`config.mk`:
```
export PLATFORM = sky130hd
export DESIGN_NAME = amc_core
export DESIGN_NICKNAME = d
export VERILOG_FILES = /design/src/inc/amc_pkg.sv /design/src/core/amc_core.sv
export SDC_FILE = /design/constraint.sdc
export NUM_CORES = 1
export LEC_CHECK = 0
export BUFFER_PORTS_ARGS = -buffer_cell sky130_fd_sc_hd__buf_2
export CELL_PAD_IN_SITES_DETAIL_PLACEMENT = 2
export CELL_PAD_IN_SITES_GLOBAL_PLACEMENT = 2
export CORE_UTILIZATION = 34
export DETAILED_ROUTE_END_ITERATION = 10
export PLACE_DENSITY_LB_ADDON = 0.2
export SETUP_SLACK_MARGIN = 0.5
export SYNTH_ARGS = -nofsm -noshare
export SYNTH_HDL_FRONTEND = slang
export SYNTH_SLANG_ARGS = --single-unit
export TNS_END_PERCENT = 5
```
`constraint.sdc`:
```
create_clock -name i_clk -period 5.18 [get_ports i_clk]
set_input_delay 0.777 -clock i_clk [delete_from_list [all_inputs] [get_ports i_clk]]
set_output_delay 0.777 -clock i_clk [all_outputs]
set_load 0.05 [all_outputs]
```
`src/inc/amc_pkg.sv`:
```
// package: constants and types for the operating-mode control block
package amc_pkg;

  // ==========================================================
  // register map
  localparam int unsigned AXI_AW        = 8;
  localparam logic [7:0]  OPCTL_IDX     = 8'h01;
  localparam logic [7:0]  OPCTL_ADDR    = 8'h04;   // index times four
  localparam logic [7:0]  STATUS_ADDR   = 8'h08;
  localparam logic [15:0] OPCTL_RST     = 16'h2000;
  localparam logic [15:0] OPCTL_WR_MASK = 16'hE77C; // bits that store writes

  // ==========================================================
  // field positions
  localparam int unsigned REF_EN_BIT    = 15;
  localparam int unsigned SETTLED_BIT   = 13;
  localparam int unsigned DELAY_LSB     = 8;
  localparam int unsigned MODE_LSB      = 4;
  localparam int unsigned CLKSEL_LSB    = 2;
  localparam int unsigned STAT_RDY_BIT  = 0;
  localparam int unsigned STAT_HOLD_BIT = 1;

  // ==========================================================
  // response codes
  localparam logic [1:0] RESP_OKAY   = 2'h0;
  localparam logic [1:0] RESP_SLVERR = 2'h2;

  // ==========================================================
  // settling times in ns, clock period in ns
  localparam int unsigned CLK_PERIOD_NS = 25;
  localparam int unsigned DLY1_NS       = 32000;
  localparam int unsigned DLY2_NS       = 128000;
  localparam int unsigned DLY3_NS       = 320000;
  localparam int unsigned DLY4_NS       = 800000;
  localparam int unsigned DLY5_NS       = 1600000;
  localparam int unsigned DLY6_NS       = 4000000;
  localparam int unsigned DLY7_NS       = 8000000;
  // least times, rounded up to whole cycles
  localparam int unsigned DLY1_CYC = (DLY1_NS + CLK_PERIOD_NS - 1) / CLK_PERIOD_NS;
  localparam int unsigned DLY2_CYC = (DLY2_NS + CLK_PERIOD_NS - 1) / CLK_PERIOD_NS;
  localparam int unsigned DLY3_CYC = (DLY3_NS + CLK_PERIOD_NS - 1) / CLK_PERIOD_NS;
  localparam int unsigned DLY4_CYC = (DLY4_NS + CLK_PERIOD_NS - 1) / CLK_PERIOD_NS;
  localparam int unsigned DLY5_CYC = (DLY5_NS + CLK_PERIOD_NS - 1) / CLK_PERIOD_NS;
  localparam int unsigned DLY6_CYC = (DLY6_NS + CLK_PERIOD_NS - 1) / CLK_PERIOD_NS;
  localparam int unsigned DLY7_CYC = (DLY7_NS + CLK_PERIOD_NS - 1) / CLK_PERIOD_NS;
  localparam int unsigned HOLD_W   = 19;

  // ==========================================================
  // operating modes and clock sources
  typedef enum logic [2:0] {
    AMC_CONTINUOUS, AMC_SINGLE, AMC_STANDBY, AMC_POWER_DOWN,
    AMC_INT_OFFSET, AMC_INT_GAIN, AMC_SYS_OFFSET, AMC_SYS_GAIN
  } amc_mode_t;

  typedef enum logic [1:0] {
    AMC_CLK_INT, AMC_CLK_INT_OUT, AMC_CLK_EXT, AMC_CLK_XTAL
  } amc_clksel_t;

  // clock and reference controls that leave the block together
  typedef struct packed {
    logic ref_enable;
    logic osc_enable;
    logic clk_io_oe;
    logic ext_clk_sel;
    logic xtal_sel;
  } amc_analog_t;

endpackage : amc_pkg

```
`src/core/amc_core.sv`:
```
// core: operating-mode control register with AXI4-Lite slave
//
// Added by the designer: the AXI4-Lite slave port.
`timescale 1ns/1ps
// Notes on behaviour
// - control register sits at index 0x01, resets to 0x2000.
// - each control write restarts the filter and clears conversion-ready, unless a conversion finishes in the same cycle.
// - each completed control write outside standby and power-down launches a conversion or calibration per mode.
// - bit 15 turns on the internal reference driving the reference output pin.
// - bit 13 with one channel gives settled-rate results only; resets set.
// - bits 10:8 pick settling delay 0 us up to 8 ms.
// - after a channel switch processing waits out the programmed delay.
// - bits 6:4 pick continuous, single, standby, power-down or four calibrations.
// - bits 3:2 pick internal, internal driven out, external clock or crystal.
// - any internal oscillator selection also powers the oscillator up.
module amc_core #(
  parameter int unsigned P_DLY1_CYC = amc_pkg::DLY1_CYC,
  parameter int unsigned P_DLY2_CYC = amc_pkg::DLY2_CYC,
  parameter int unsigned P_DLY3_CYC = amc_pkg::DLY3_CYC,
  parameter int unsigned P_DLY4_CYC = amc_pkg::DLY4_CYC,
  parameter int unsigned P_DLY5_CYC = amc_pkg::DLY5_CYC,
  parameter int unsigned P_DLY6_CYC = amc_pkg::DLY6_CYC,
  parameter int unsigned P_DLY7_CYC = amc_pkg::DLY7_CYC
) (
  // clock and reset
  input  wire logic                        i_clk,
  input  wire logic                        i_sys_rst,
  // axi4-lite write address and data
  input  wire logic                        i_awvalid,
  output logic                             o_awready,
  input  wire logic [amc_pkg::AXI_AW-1:0]  i_awaddr,
  input  wire logic [2:0]                  i_awprot,
  input  wire logic                        i_wvalid,
  output logic                             o_wready,
  input  wire logic [31:0]                 i_wdata,
  input  wire logic [3:0]                  i_wstrb,
  // axi4-lite write response
  output logic                             o_bvalid,
  input  wire logic                        i_bready,
  output logic [1:0]                       o_bresp,
  // axi4-lite read
  input  wire logic                        i_arvalid,
  output logic                             o_arready,
  input  wire logic [amc_pkg::AXI_AW-1:0]  i_araddr,
  input  wire logic [2:0]                  i_arprot,
  output logic                             o_rvalid,
  input  wire logic                        i_rready,
  output logic [31:0]                      o_rdata,
  output logic [1:0]                       o_rresp,
  // converter core events
  input  wire logic                        i_chan_switch,
  input  wire logic                        i_conv_done,
  input  wire logic                        i_single_chan,
  // converter controls
  output logic                             o_filter_restart,
  output logic                             o_start,
  output amc_pkg::amc_mode_t               o_mode,
  output logic                             o_conv_ready,
  output logic                             o_settle_hold,
  output logic                             o_settled_only,
  output amc_pkg::amc_analog_t             o_analog
);

  // ==========================================================
  // state
  typedef struct packed {
    logic [15:0]                 ctrl;
    logic                        aw_ok;
    logic [amc_pkg::AXI_AW-1:0]  aw_addr;
    logic                        w_ok;
    logic [15:0]                 w_data;
    logic [1:0]                  w_strb;
    logic                        awready;
    logic                        wready;
    logic                        bvalid;
    logic [1:0]                  bresp;
    logic                        arready;
    logic                        rvalid;
    logic [31:0]                 rdata;
    logic [1:0]                  rresp;
    logic                        flt_rst;
    logic                        start;
    logic                        conv_rdy;
    logic [amc_pkg::HOLD_W-1:0]  hold_cnt;
    logic                        hold;
    logic                        settled;
    amc_pkg::amc_analog_t        analog;
  } amc_state_t;

  amc_state_t st_ff;
  amc_state_t nxt_st;
  logic       wr_fire;
  logic       ar_fire;

  // settling count for a delay code
  function automatic logic [amc_pkg::HOLD_W-1:0] hold_cycles(input logic [2:0] code);
    logic [amc_pkg::HOLD_W-1:0] n;
    n = '0;
    unique case (code)
      3'h0: n = '0;
      3'h1: n = amc_pkg::HOLD_W'(P_DLY1_CYC);
      3'h2: n = amc_pkg::HOLD_W'(P_DLY2_CYC);
      3'h3: n = amc_pkg::HOLD_W'(P_DLY3_CYC);
      3'h4: n = amc_pkg::HOLD_W'(P_DLY4_CYC);
      3'h5: n = amc_pkg::HOLD_W'(P_DLY5_CYC);
      3'h6: n = amc_pkg::HOLD_W'(P_DLY6_CYC);
      3'h7: n = amc_pkg::HOLD_W'(P_DLY7_CYC);
    endcase
    return n;
  endfunction : hold_cycles

  // modes that start work after a write
  function automatic logic mode_launches(input logic [2:0] m);
    return !(m == amc_pkg::AMC_STANDBY || m == amc_pkg::AMC_POWER_DOWN);
  endfunction : mode_launches

  assign wr_fire = st_ff.aw_ok && st_ff.w_ok && !st_ff.bvalid;
  assign ar_fire = i_arvalid && st_ff.arready;

  // ==========================================================
  // next state
  always_comb
  begin
    nxt_st         = st_ff;
    nxt_st.flt_rst = 1'b0;
    nxt_st.start   = 1'b0;
    // capture address and data in either order
    if (i_awvalid && st_ff.awready)
    begin
      nxt_st.aw_ok   = 1'b1;
      nxt_st.aw_addr = i_awaddr;
    end
    if (i_wvalid && st_ff.wready)
    begin
      nxt_st.w_ok   = 1'b1;
      nxt_st.w_data = i_wdata[15:0];
      nxt_st.w_strb = i_wstrb[1:0];
    end
    // write completes once both halves are held
    if (wr_fire)
    begin
      nxt_st.aw_ok  = 1'b0;
      nxt_st.w_ok   = 1'b0;
      nxt_st.bvalid = 1'b1;
      nxt_st.bresp  = amc_pkg::RESP_OKAY;
      if (st_ff.aw_addr[amc_pkg::AXI_AW-1:2] == amc_pkg::OPCTL_ADDR[amc_pkg::AXI_AW-1:2])
      begin
        // byte lanes, stored bits only
        if (st_ff.w_strb[0])
          nxt_st.ctrl[7:0] = st_ff.w_data[7:0] & amc_pkg::OPCTL_WR_MASK[7:0];
        if (st_ff.w_strb[1])
          nxt_st.ctrl[15:8] = st_ff.w_data[15:8] & amc_pkg::OPCTL_WR_MASK[15:8];
        nxt_st.flt_rst  = 1'b1;
        nxt_st.conv_rdy = 1'b0;
        nxt_st.start    = mode_launches(nxt_st.ctrl[amc_pkg::MODE_LSB +: 3]);
      end
      else if (st_ff.aw_addr[amc_pkg::AXI_AW-1:2] !=
               amc_pkg::STATUS_ADDR[amc_pkg::AXI_AW-1:2])
        nxt_st.bresp = amc_pkg::RESP_SLVERR;
    end
    if (st_ff.bvalid && i_bready)
      nxt_st.bvalid = 1'b0;
    // finished conversion wins over the clear
    if (i_conv_done)
      nxt_st.conv_rdy = 1'b1;
    // read path, one beat at a time
    if (ar_fire)
    begin
      nxt_st.rvalid = 1'b1;
      nxt_st.rresp  = amc_pkg::RESP_OKAY;
      nxt_st.rdata  = '0;
      if (i_araddr[amc_pkg::AXI_AW-1:2] == amc_pkg::OPCTL_ADDR[amc_pkg::AXI_AW-1:2])
        nxt_st.rdata[15:0] = st_ff.ctrl;
      else if (i_araddr[amc_pkg::AXI_AW-1:2] == amc_pkg::STATUS_ADDR[amc_pkg::AXI_AW-1:2])
      begin
        nxt_st.rdata[amc_pkg::STAT_RDY_BIT]  = st_ff.conv_rdy;
        nxt_st.rdata[amc_pkg::STAT_HOLD_BIT] = st_ff.hold;
      end
      else
        nxt_st.rresp = amc_pkg::RESP_SLVERR;
    end
    else if (st_ff.rvalid && i_rready)
      nxt_st.rvalid = 1'b0;
    // ready flags as registered outputs
    nxt_st.awready = !nxt_st.aw_ok && !nxt_st.bvalid;
    nxt_st.wready  = !nxt_st.w_ok && !nxt_st.bvalid;
    nxt_st.arready = !nxt_st.rvalid;
    // post-switch settling count
    if (i_chan_switch)
    begin
      nxt_st.hold_cnt = hold_cycles(st_ff.ctrl[amc_pkg::DELAY_LSB +: 3]);
      nxt_st.hold     = (nxt_st.hold_cnt != '0);
    end
    else if (st_ff.hold_cnt != '0)
    begin
      nxt_st.hold_cnt = st_ff.hold_cnt - amc_pkg::HOLD_W'(1);
      nxt_st.hold     = (st_ff.hold_cnt != amc_pkg::HOLD_W'(1));
    end
    // derived controls follow the register
    nxt_st.settled = nxt_st.ctrl[amc_pkg::SETTLED_BIT] && i_single_chan;
    nxt_st.analog.ref_enable  = nxt_st.ctrl[amc_pkg::REF_EN_BIT];
    nxt_st.analog.osc_enable  = !nxt_st.ctrl[amc_pkg::CLKSEL_LSB + 1];
    nxt_st.analog.clk_io_oe   =
      (nxt_st.ctrl[amc_pkg::CLKSEL_LSB +: 2] == amc_pkg::AMC_CLK_INT_OUT);
    nxt_st.analog.ext_clk_sel =
      (nxt_st.ctrl[amc_pkg::CLKSEL_LSB +: 2] == amc_pkg::AMC_CLK_EXT);
    nxt_st.analog.xtal_sel    =
      (nxt_st.ctrl[amc_pkg::CLKSEL_LSB +: 2] == amc_pkg::AMC_CLK_XTAL);
  end

  // ==========================================================
  // state register
  always_ff @(posedge i_clk or posedge i_sys_rst)
  begin
    if (i_sys_rst)
    begin
      st_ff         <= '0;
      st_ff.ctrl    <= amc_pkg::OPCTL_RST;
      st_ff.awready <= 1'b1;
      st_ff.wready  <= 1'b1;
      st_ff.arready <= 1'b1;
      st_ff.analog  <= '{ref_enable: 1'b0, osc_enable: 1'b1, clk_io_oe: 1'b0,
                         ext_clk_sel: 1'b0, xtal_sel: 1'b0};
    end
    else
      st_ff <= nxt_st;
  end

  // ==========================================================
  // outputs straight from the state register
  assign o_awready        = st_ff.awready;
  assign o_wready         = st_ff.wready;
  assign o_bvalid         = st_ff.bvalid;
  assign o_bresp          = st_ff.bresp;
  assign o_arready        = st_ff.arready;
  assign o_rvalid         = st_ff.rvalid;
  assign o_rdata          = st_ff.rdata;
  assign o_rresp          = st_ff.rresp;
  assign o_filter_restart = st_ff.flt_rst;
  assign o_start          = st_ff.start;
  assign o_mode           = amc_pkg::amc_mode_t'(st_ff.ctrl[amc_pkg::MODE_LSB +: 3]);
  assign o_conv_ready     = st_ff.conv_rdy;
  assign o_settle_hold    = st_ff.hold;
  assign o_settled_only   = st_ff.settled;
  assign o_analog         = st_ff.analog;
endmodule : amc_core

```
== After elaboration in Yosys (flattened, before gate mapping) ==
Memories as Yosys holds them, arrays and structs flattened.
Index checks and enable logic that the tools add are counted.

* ROM bits: 80
* Memories kept: 1
* Bits of input ports: 68
* Output and inout port bits: 54
* Word-level logic and storage cells: 94
* Bits in registers: 96

{| class="wikitable"
|+ Memories
! name !! depth !! bits a word !! rd ports !! clocked after memory_dff !! write ports !! line !! RTL
|-
| (no name shown) || 8 || 10 || 1 || 0 || 0 || amc_core.sv:99 || <nowiki>unique case (code)</nowiki>
|}

* Reduce and logical (&&, ||, !) cells: 27
* Muxes and demuxes: 26
* Add/subtract/negate cells: 1
* Equality and inequality tests: 11

{| class="wikitable"
|+ Operators with widths
! operator !! count
|-
| $mux 20 || 2
|-
| $mux 19 || 2
|-
| $reduce_bool 19->1 || 2
|-
| $mux 8 || 4
|-
| $ne 19x1->1 const B || 1
|-
| $sub 19x1->19 const B || 1
|-
| $mux 17 || 1
|-
| $mux 16 || 1
|-
| $mux 14 || 1
|-
| $eq 6x1->1 const B || 2
|-
| $mux 2 || 6
|-
| $logic_and 1x1->1 || 10
|-
| $mux 3 || 3
|-
| $mux 9 || 1
|-
| $logic_not 1->1 || 7
|-
| $eq 3x2->1 const B || 2
|-
| $eq 6x2->1 const B || 1
|-
| $ne 6x2->1 const B || 1
|-
| $reduce_and 3->1 || 2
|-
| $reduce_bool 2->1 || 3
|-
| $mux 1 || 5
|-
| $eq 2x2->1 const B || 2
|-
| $reduce_and 2->1 || 2
|-
| $ne 3x3->1 const B || 1
|-
| other kinds (2) || 2
|}

== Longest topological paths before layout ==
* Depth after elaboration: 9
* Mapped depth: 8
* Mapped depth without buffers: 7

== Least setup slack after synthesis ==
Ideal clock, no wire load.

* Path type: input-to-reg
* Start: in i_araddr[7] in the netlist's numbering
* End: reg st_ff (netlist bit o_rdata[10])
* Setup time: 78 ps
* Buffers on the path: 1
* Arrival: 1,889 ps
* Setup slack: 3,213 ps
* Data required time: 5,102 ps
* Cell stages on the path: 5
* Cell sequence: or4_1 -> nor3b_1 -> nor2_1 -> clkbuf_1 -> a21oi_1

* Word-level cells in the longest chain between the ends: 2

{| class="wikitable"
|+ RTL lines
! what !! line !! RTL
|-
| start, declared || amc_core.sv:44 || <nowiki>input wire logic [amc_pkg::AXI_AW-1:0] i_araddr,</nowiki>
|-
| $eq 6x1->1 || amc_core.sv:172 || <nowiki>if (i_araddr[amc_pkg::AXI_AW-1:2] == amc_pkg::OPCTL_ADDR[amc_pkg::AXI_AW-1:2])</nowiki>
|-
| $mux 14 || amc_core.sv:172 ||
|-
| end signal, assigned || amc_core.sv:226 || <nowiki>st_ff <= nxt_st;</nowiki>
|-
| end, declared || amc_core.sv:90 || <nowiki>amc_state_t st_ff;</nowiki>
|}

Every way passes these cells.
A chain may end at the register's enable or synchronous reset.

== Worst setup path in the final report ==
* Start: reg st_ff[8] in the netlist's numbering
* End: reg st_ff[24] in the netlist's numbering

* Word-level cells in the longest chain between the ends: 3
* Elaborated cells on any way between the ends: 5
* Classes of those cells: 1 x add/sub; 2 x mux; 2 x reduce/logical

{| class="wikitable"
|+ RTL lines
! what !! line !! RTL
|-
| $sub 19x1->19 || amc_core.sv:196 || <nowiki>nxt_st.hold_cnt = st_ff.hold_cnt - amc_pkg::HOLD_W'(1);</nowiki>
|-
| $mux 20 || amc_core.sv:194 || <nowiki>else if (st_ff.hold_cnt != '0)</nowiki>
|-
| $mux 20 || amc_core.sv:189 || <nowiki>if (i_chan_switch)</nowiki>
|}

Several ways; a longest one is shown, not always the timed one. The select of a mux whose other input is x is not followed.

==> results.toml <==
[clocking]
cts_tree = "done"
clk_path_buf_depth = 2
post-cts-setup-buffers = 0
clockRootBuffer = "clkbuf_16"
post_cts_resized = 0
clk_latency_ns = 0.33
ctsHoldBuffers = 0
cts_max_level = 3
clock-sinks = 81
cts_buffers = 9
clk_pin_slew_ns = 0.07

[power]
p_total_mw = 2.72
irDropWorstVdd_uv = 235
power_density_nw_per_um2 = 612
total_leakage_power_nw = 2.13

[sta]
worst_slew_pin_slew_ns = 0.926
clock_skew_ns = 0.0122
totalNegativeSetupSlack_ns = 0
hold_viol = 0
fmax_ghz = 0.414
rsz0062_at_grt = "no"
fin_crit_ns = 2.41
slew_headroom_pct = 38.2
final-setup-viol-count = 0
min_period_over_period_pct = 46.6
drv_slew = 0

[synth]
yosys_most_used_dff = "dfrtp_1"
syn_area_um2 = 3910
synth_warnings = 0
synth_edf_count = 0
avgSynthCellArea_um2 = 10.6
seq_area_frac_synth_pct = 52.0
synth_cells = 369
synth_top_area_share_pct = 48.6
ys_top_cells_by_area = "dfrtp_1, buf_4, mux2_2, nand2_1, dfstp_2"
synth_cell_types = 47
ys_ff_latch = 81
synth_area_leader_cell = "dfrtp_1"
async_flop_share_pct = 100

[drt]
wire_per_inst_um = 15.9
antenna_left = 0
drtPass1Iterations = 4
wirelength_um = 8910
drc = 0
drt_iter0_drc = 67
vias = 2690
viasPerCell = 4.80

[cells_and_area]
nets = 490
multi_input_area_um2 = 1530
syn_to_final_growth_pct = 13.7
final_layout_size_suffix_gt1_share_pct = 30.7
fill_cells = 1206
layout_common_cells = "dfrtp_1, buf_2, nand2_1, mux2_2, nor2_1"
num_antenna_cells = 0
regArea_um2 = 2030
final_common_cell = "dfrtp_1"

[setup_path]
worst-path-max-fanout = 10
worst-r2r-cell-count = 7
reg2reg_slack_ns = 2.77
path_class = "flop to flop"
worstSetupEndpointType = "flop"
cp_data_arrival_time_ns = 2.60
reg2reg_from = "st_ff[8]"
required_ns = 5.37
start_kind = "flop"
r2r-end = "st_ff[24]"

[die]
initial_core_util_pct = 35.5
rows = 38
fp.dieArea_um2 = 11900
core_area_um2 = 11000
die_x_um = 109
ioPinCount = 122
die_h_um = 109

[worst_hold_path]
hp-start = "o_rresp[1]"
hold_path_class = "flop to flop"
min_to = "o_rresp[1]"
hold_depth = 2

[global_routing]
met2_usage_pct = 27.7
grt_usage_pct = 16.3
overflow = 0
grt_max_degree = 53
grt_pass1_wl_um = 14700
antenna_found_initial = 1
grt_pass1_vias = 2908
busiest_layer = "met2"
met3_usage_pct = 5.22
use_met1_pct = 20.1

[placed_design]
gp_congestion = 0.696
place.port_buffers = 68
detailed_place_hpwl_um = 6440

[run]
cap_violations = 0

[status]
status = "finished clean"
[cells in the mapped netlist (2+ instances only)]
| cell | instances |
|---|---|
| o211ai_1 | 3 |
| or2_2 | 2 |
| nand2b_1 | 3 |
| mux2_2 | 27 |
| nor4_1 | 2 |
| or4_1 | 2 |
| dfstp_2 | 5 |
| mux2i_1 | 2 |
| nor2b_1 | 4 |
| a21oi_1 | 17 |
| mux2_4 | 2 |
| nor3b_1 | 3 |
| ha_1 | 7 |
| nor2_1 | 24 |
| nand3b_1 | 5 |
| nor4b_1 | 2 |
| buf_4 | 44 |
| a211oi_1 | 2 |
| inv_1 | 13 |
| xnor2_1 | 10 |
| clkbuf_1 | 7 |
| nand2_1 | 45 |
| xor2_1 | 5 |
| nor3_1 | 8 |
| dfrtp_1 | 76 |
| o21ai_0 | 20 |
| nand3_1 | 8 |
| or3_1 | 2 |
[stage by stage]
stage	instances	hold slack [ns]	instance area, um2	setup WS (ns)	util, %
finish	560	0.466	4450	2.77	40.3
global route	560	0.497	4450	2.57	40.3
CTS	560	0.474	4450	2.73	40.3
detailed placement	544	0.458	4140	2.76	37.5
global placement	544	0.449	4140	2.77	37.5
floorplan	388	0.421	3990	2.33	-
[report_power, final]
part	internal [mW]	switching [mW]
clock network	0.393	0.267
registers	0.858	0.203
logic	0.372	0.630
total	1.62	1.10
[how the worst max path moves through the flow]
stage,startpoint,to,slack (ns),cells after the start
global route,st_ff[8],st_ff[22],2.57,7
detailed placement,st_ff[8],st_ff[24],2.76,7
global placement,st_ff[7],st_ff[24],2.77,7
CTS,st_ff[8],st_ff[24],2.73,7
floorplan,i_sys_rst,o_analog[0],2.33,1
finish,st_ff[8],st_ff[24],2.77,7
[registers in the layout, indices dropped and copies added (netlist names)]
name / cells
o_analog: 4
o_arready: 1
o_awready: 1
o_bresp: 1
o_bvalid: 1
o_conv_ready: 1
o_filter_restart: 1
o_mode: 3
o_rdata: 14
o_rresp: 1
o_rvalid: 1
o_settle_hold: 1
o_settled_only: 1
o_start: 1
o_wready: 1
st_ff: 48
[logic make-up (layout without fill, tap and decap cells)]
group / after synthesis / in the layout / share of synthesized area (%)
AOI/OAI and AO/OA: 48 / 48 / 6.81
xor gates and xnor gates: 15 / 15 / 3.36
adders and majority gates: 7 / 7 / 2.24
buffers and inverters: 66 / 98 / 10.7
DFF: 81 / 81 / 52.0
muxes: 32 / 32 / 9.40
other: 1 / 20 / 0.0958
and+or+nand+nor: 119 / 119 / 15.4
[critical path: stages (launching register included)]
cell	delay [ns]
dfrtp_1	0.41
inv_1	0.10
ha_1	0.23
nor2b_1	0.33
nand3_1	0.35
or2_2	0.45
nand2b_1	0.24
o21ai_0	0.15
[area by class of cell]
type                       count  share of cell area [%]
clock inverter                 6                    1.63
timing repair buffer          69                    7.82
inverter                      13                    1.12
sequential                    81                    45.7
tap                          140                    3.94
clock buffer                  10                    5.37
multi-input combinational    241                    34.4
[per-layer routing]
layer / up-vias / wire length, um
li1: 1263 / -
met5: - / 12
met2: 58 / 4400
met4: 2 / 73
met1: 1359 / 3930
met3: 8 / 493
(Power assumes the default switching activity.)
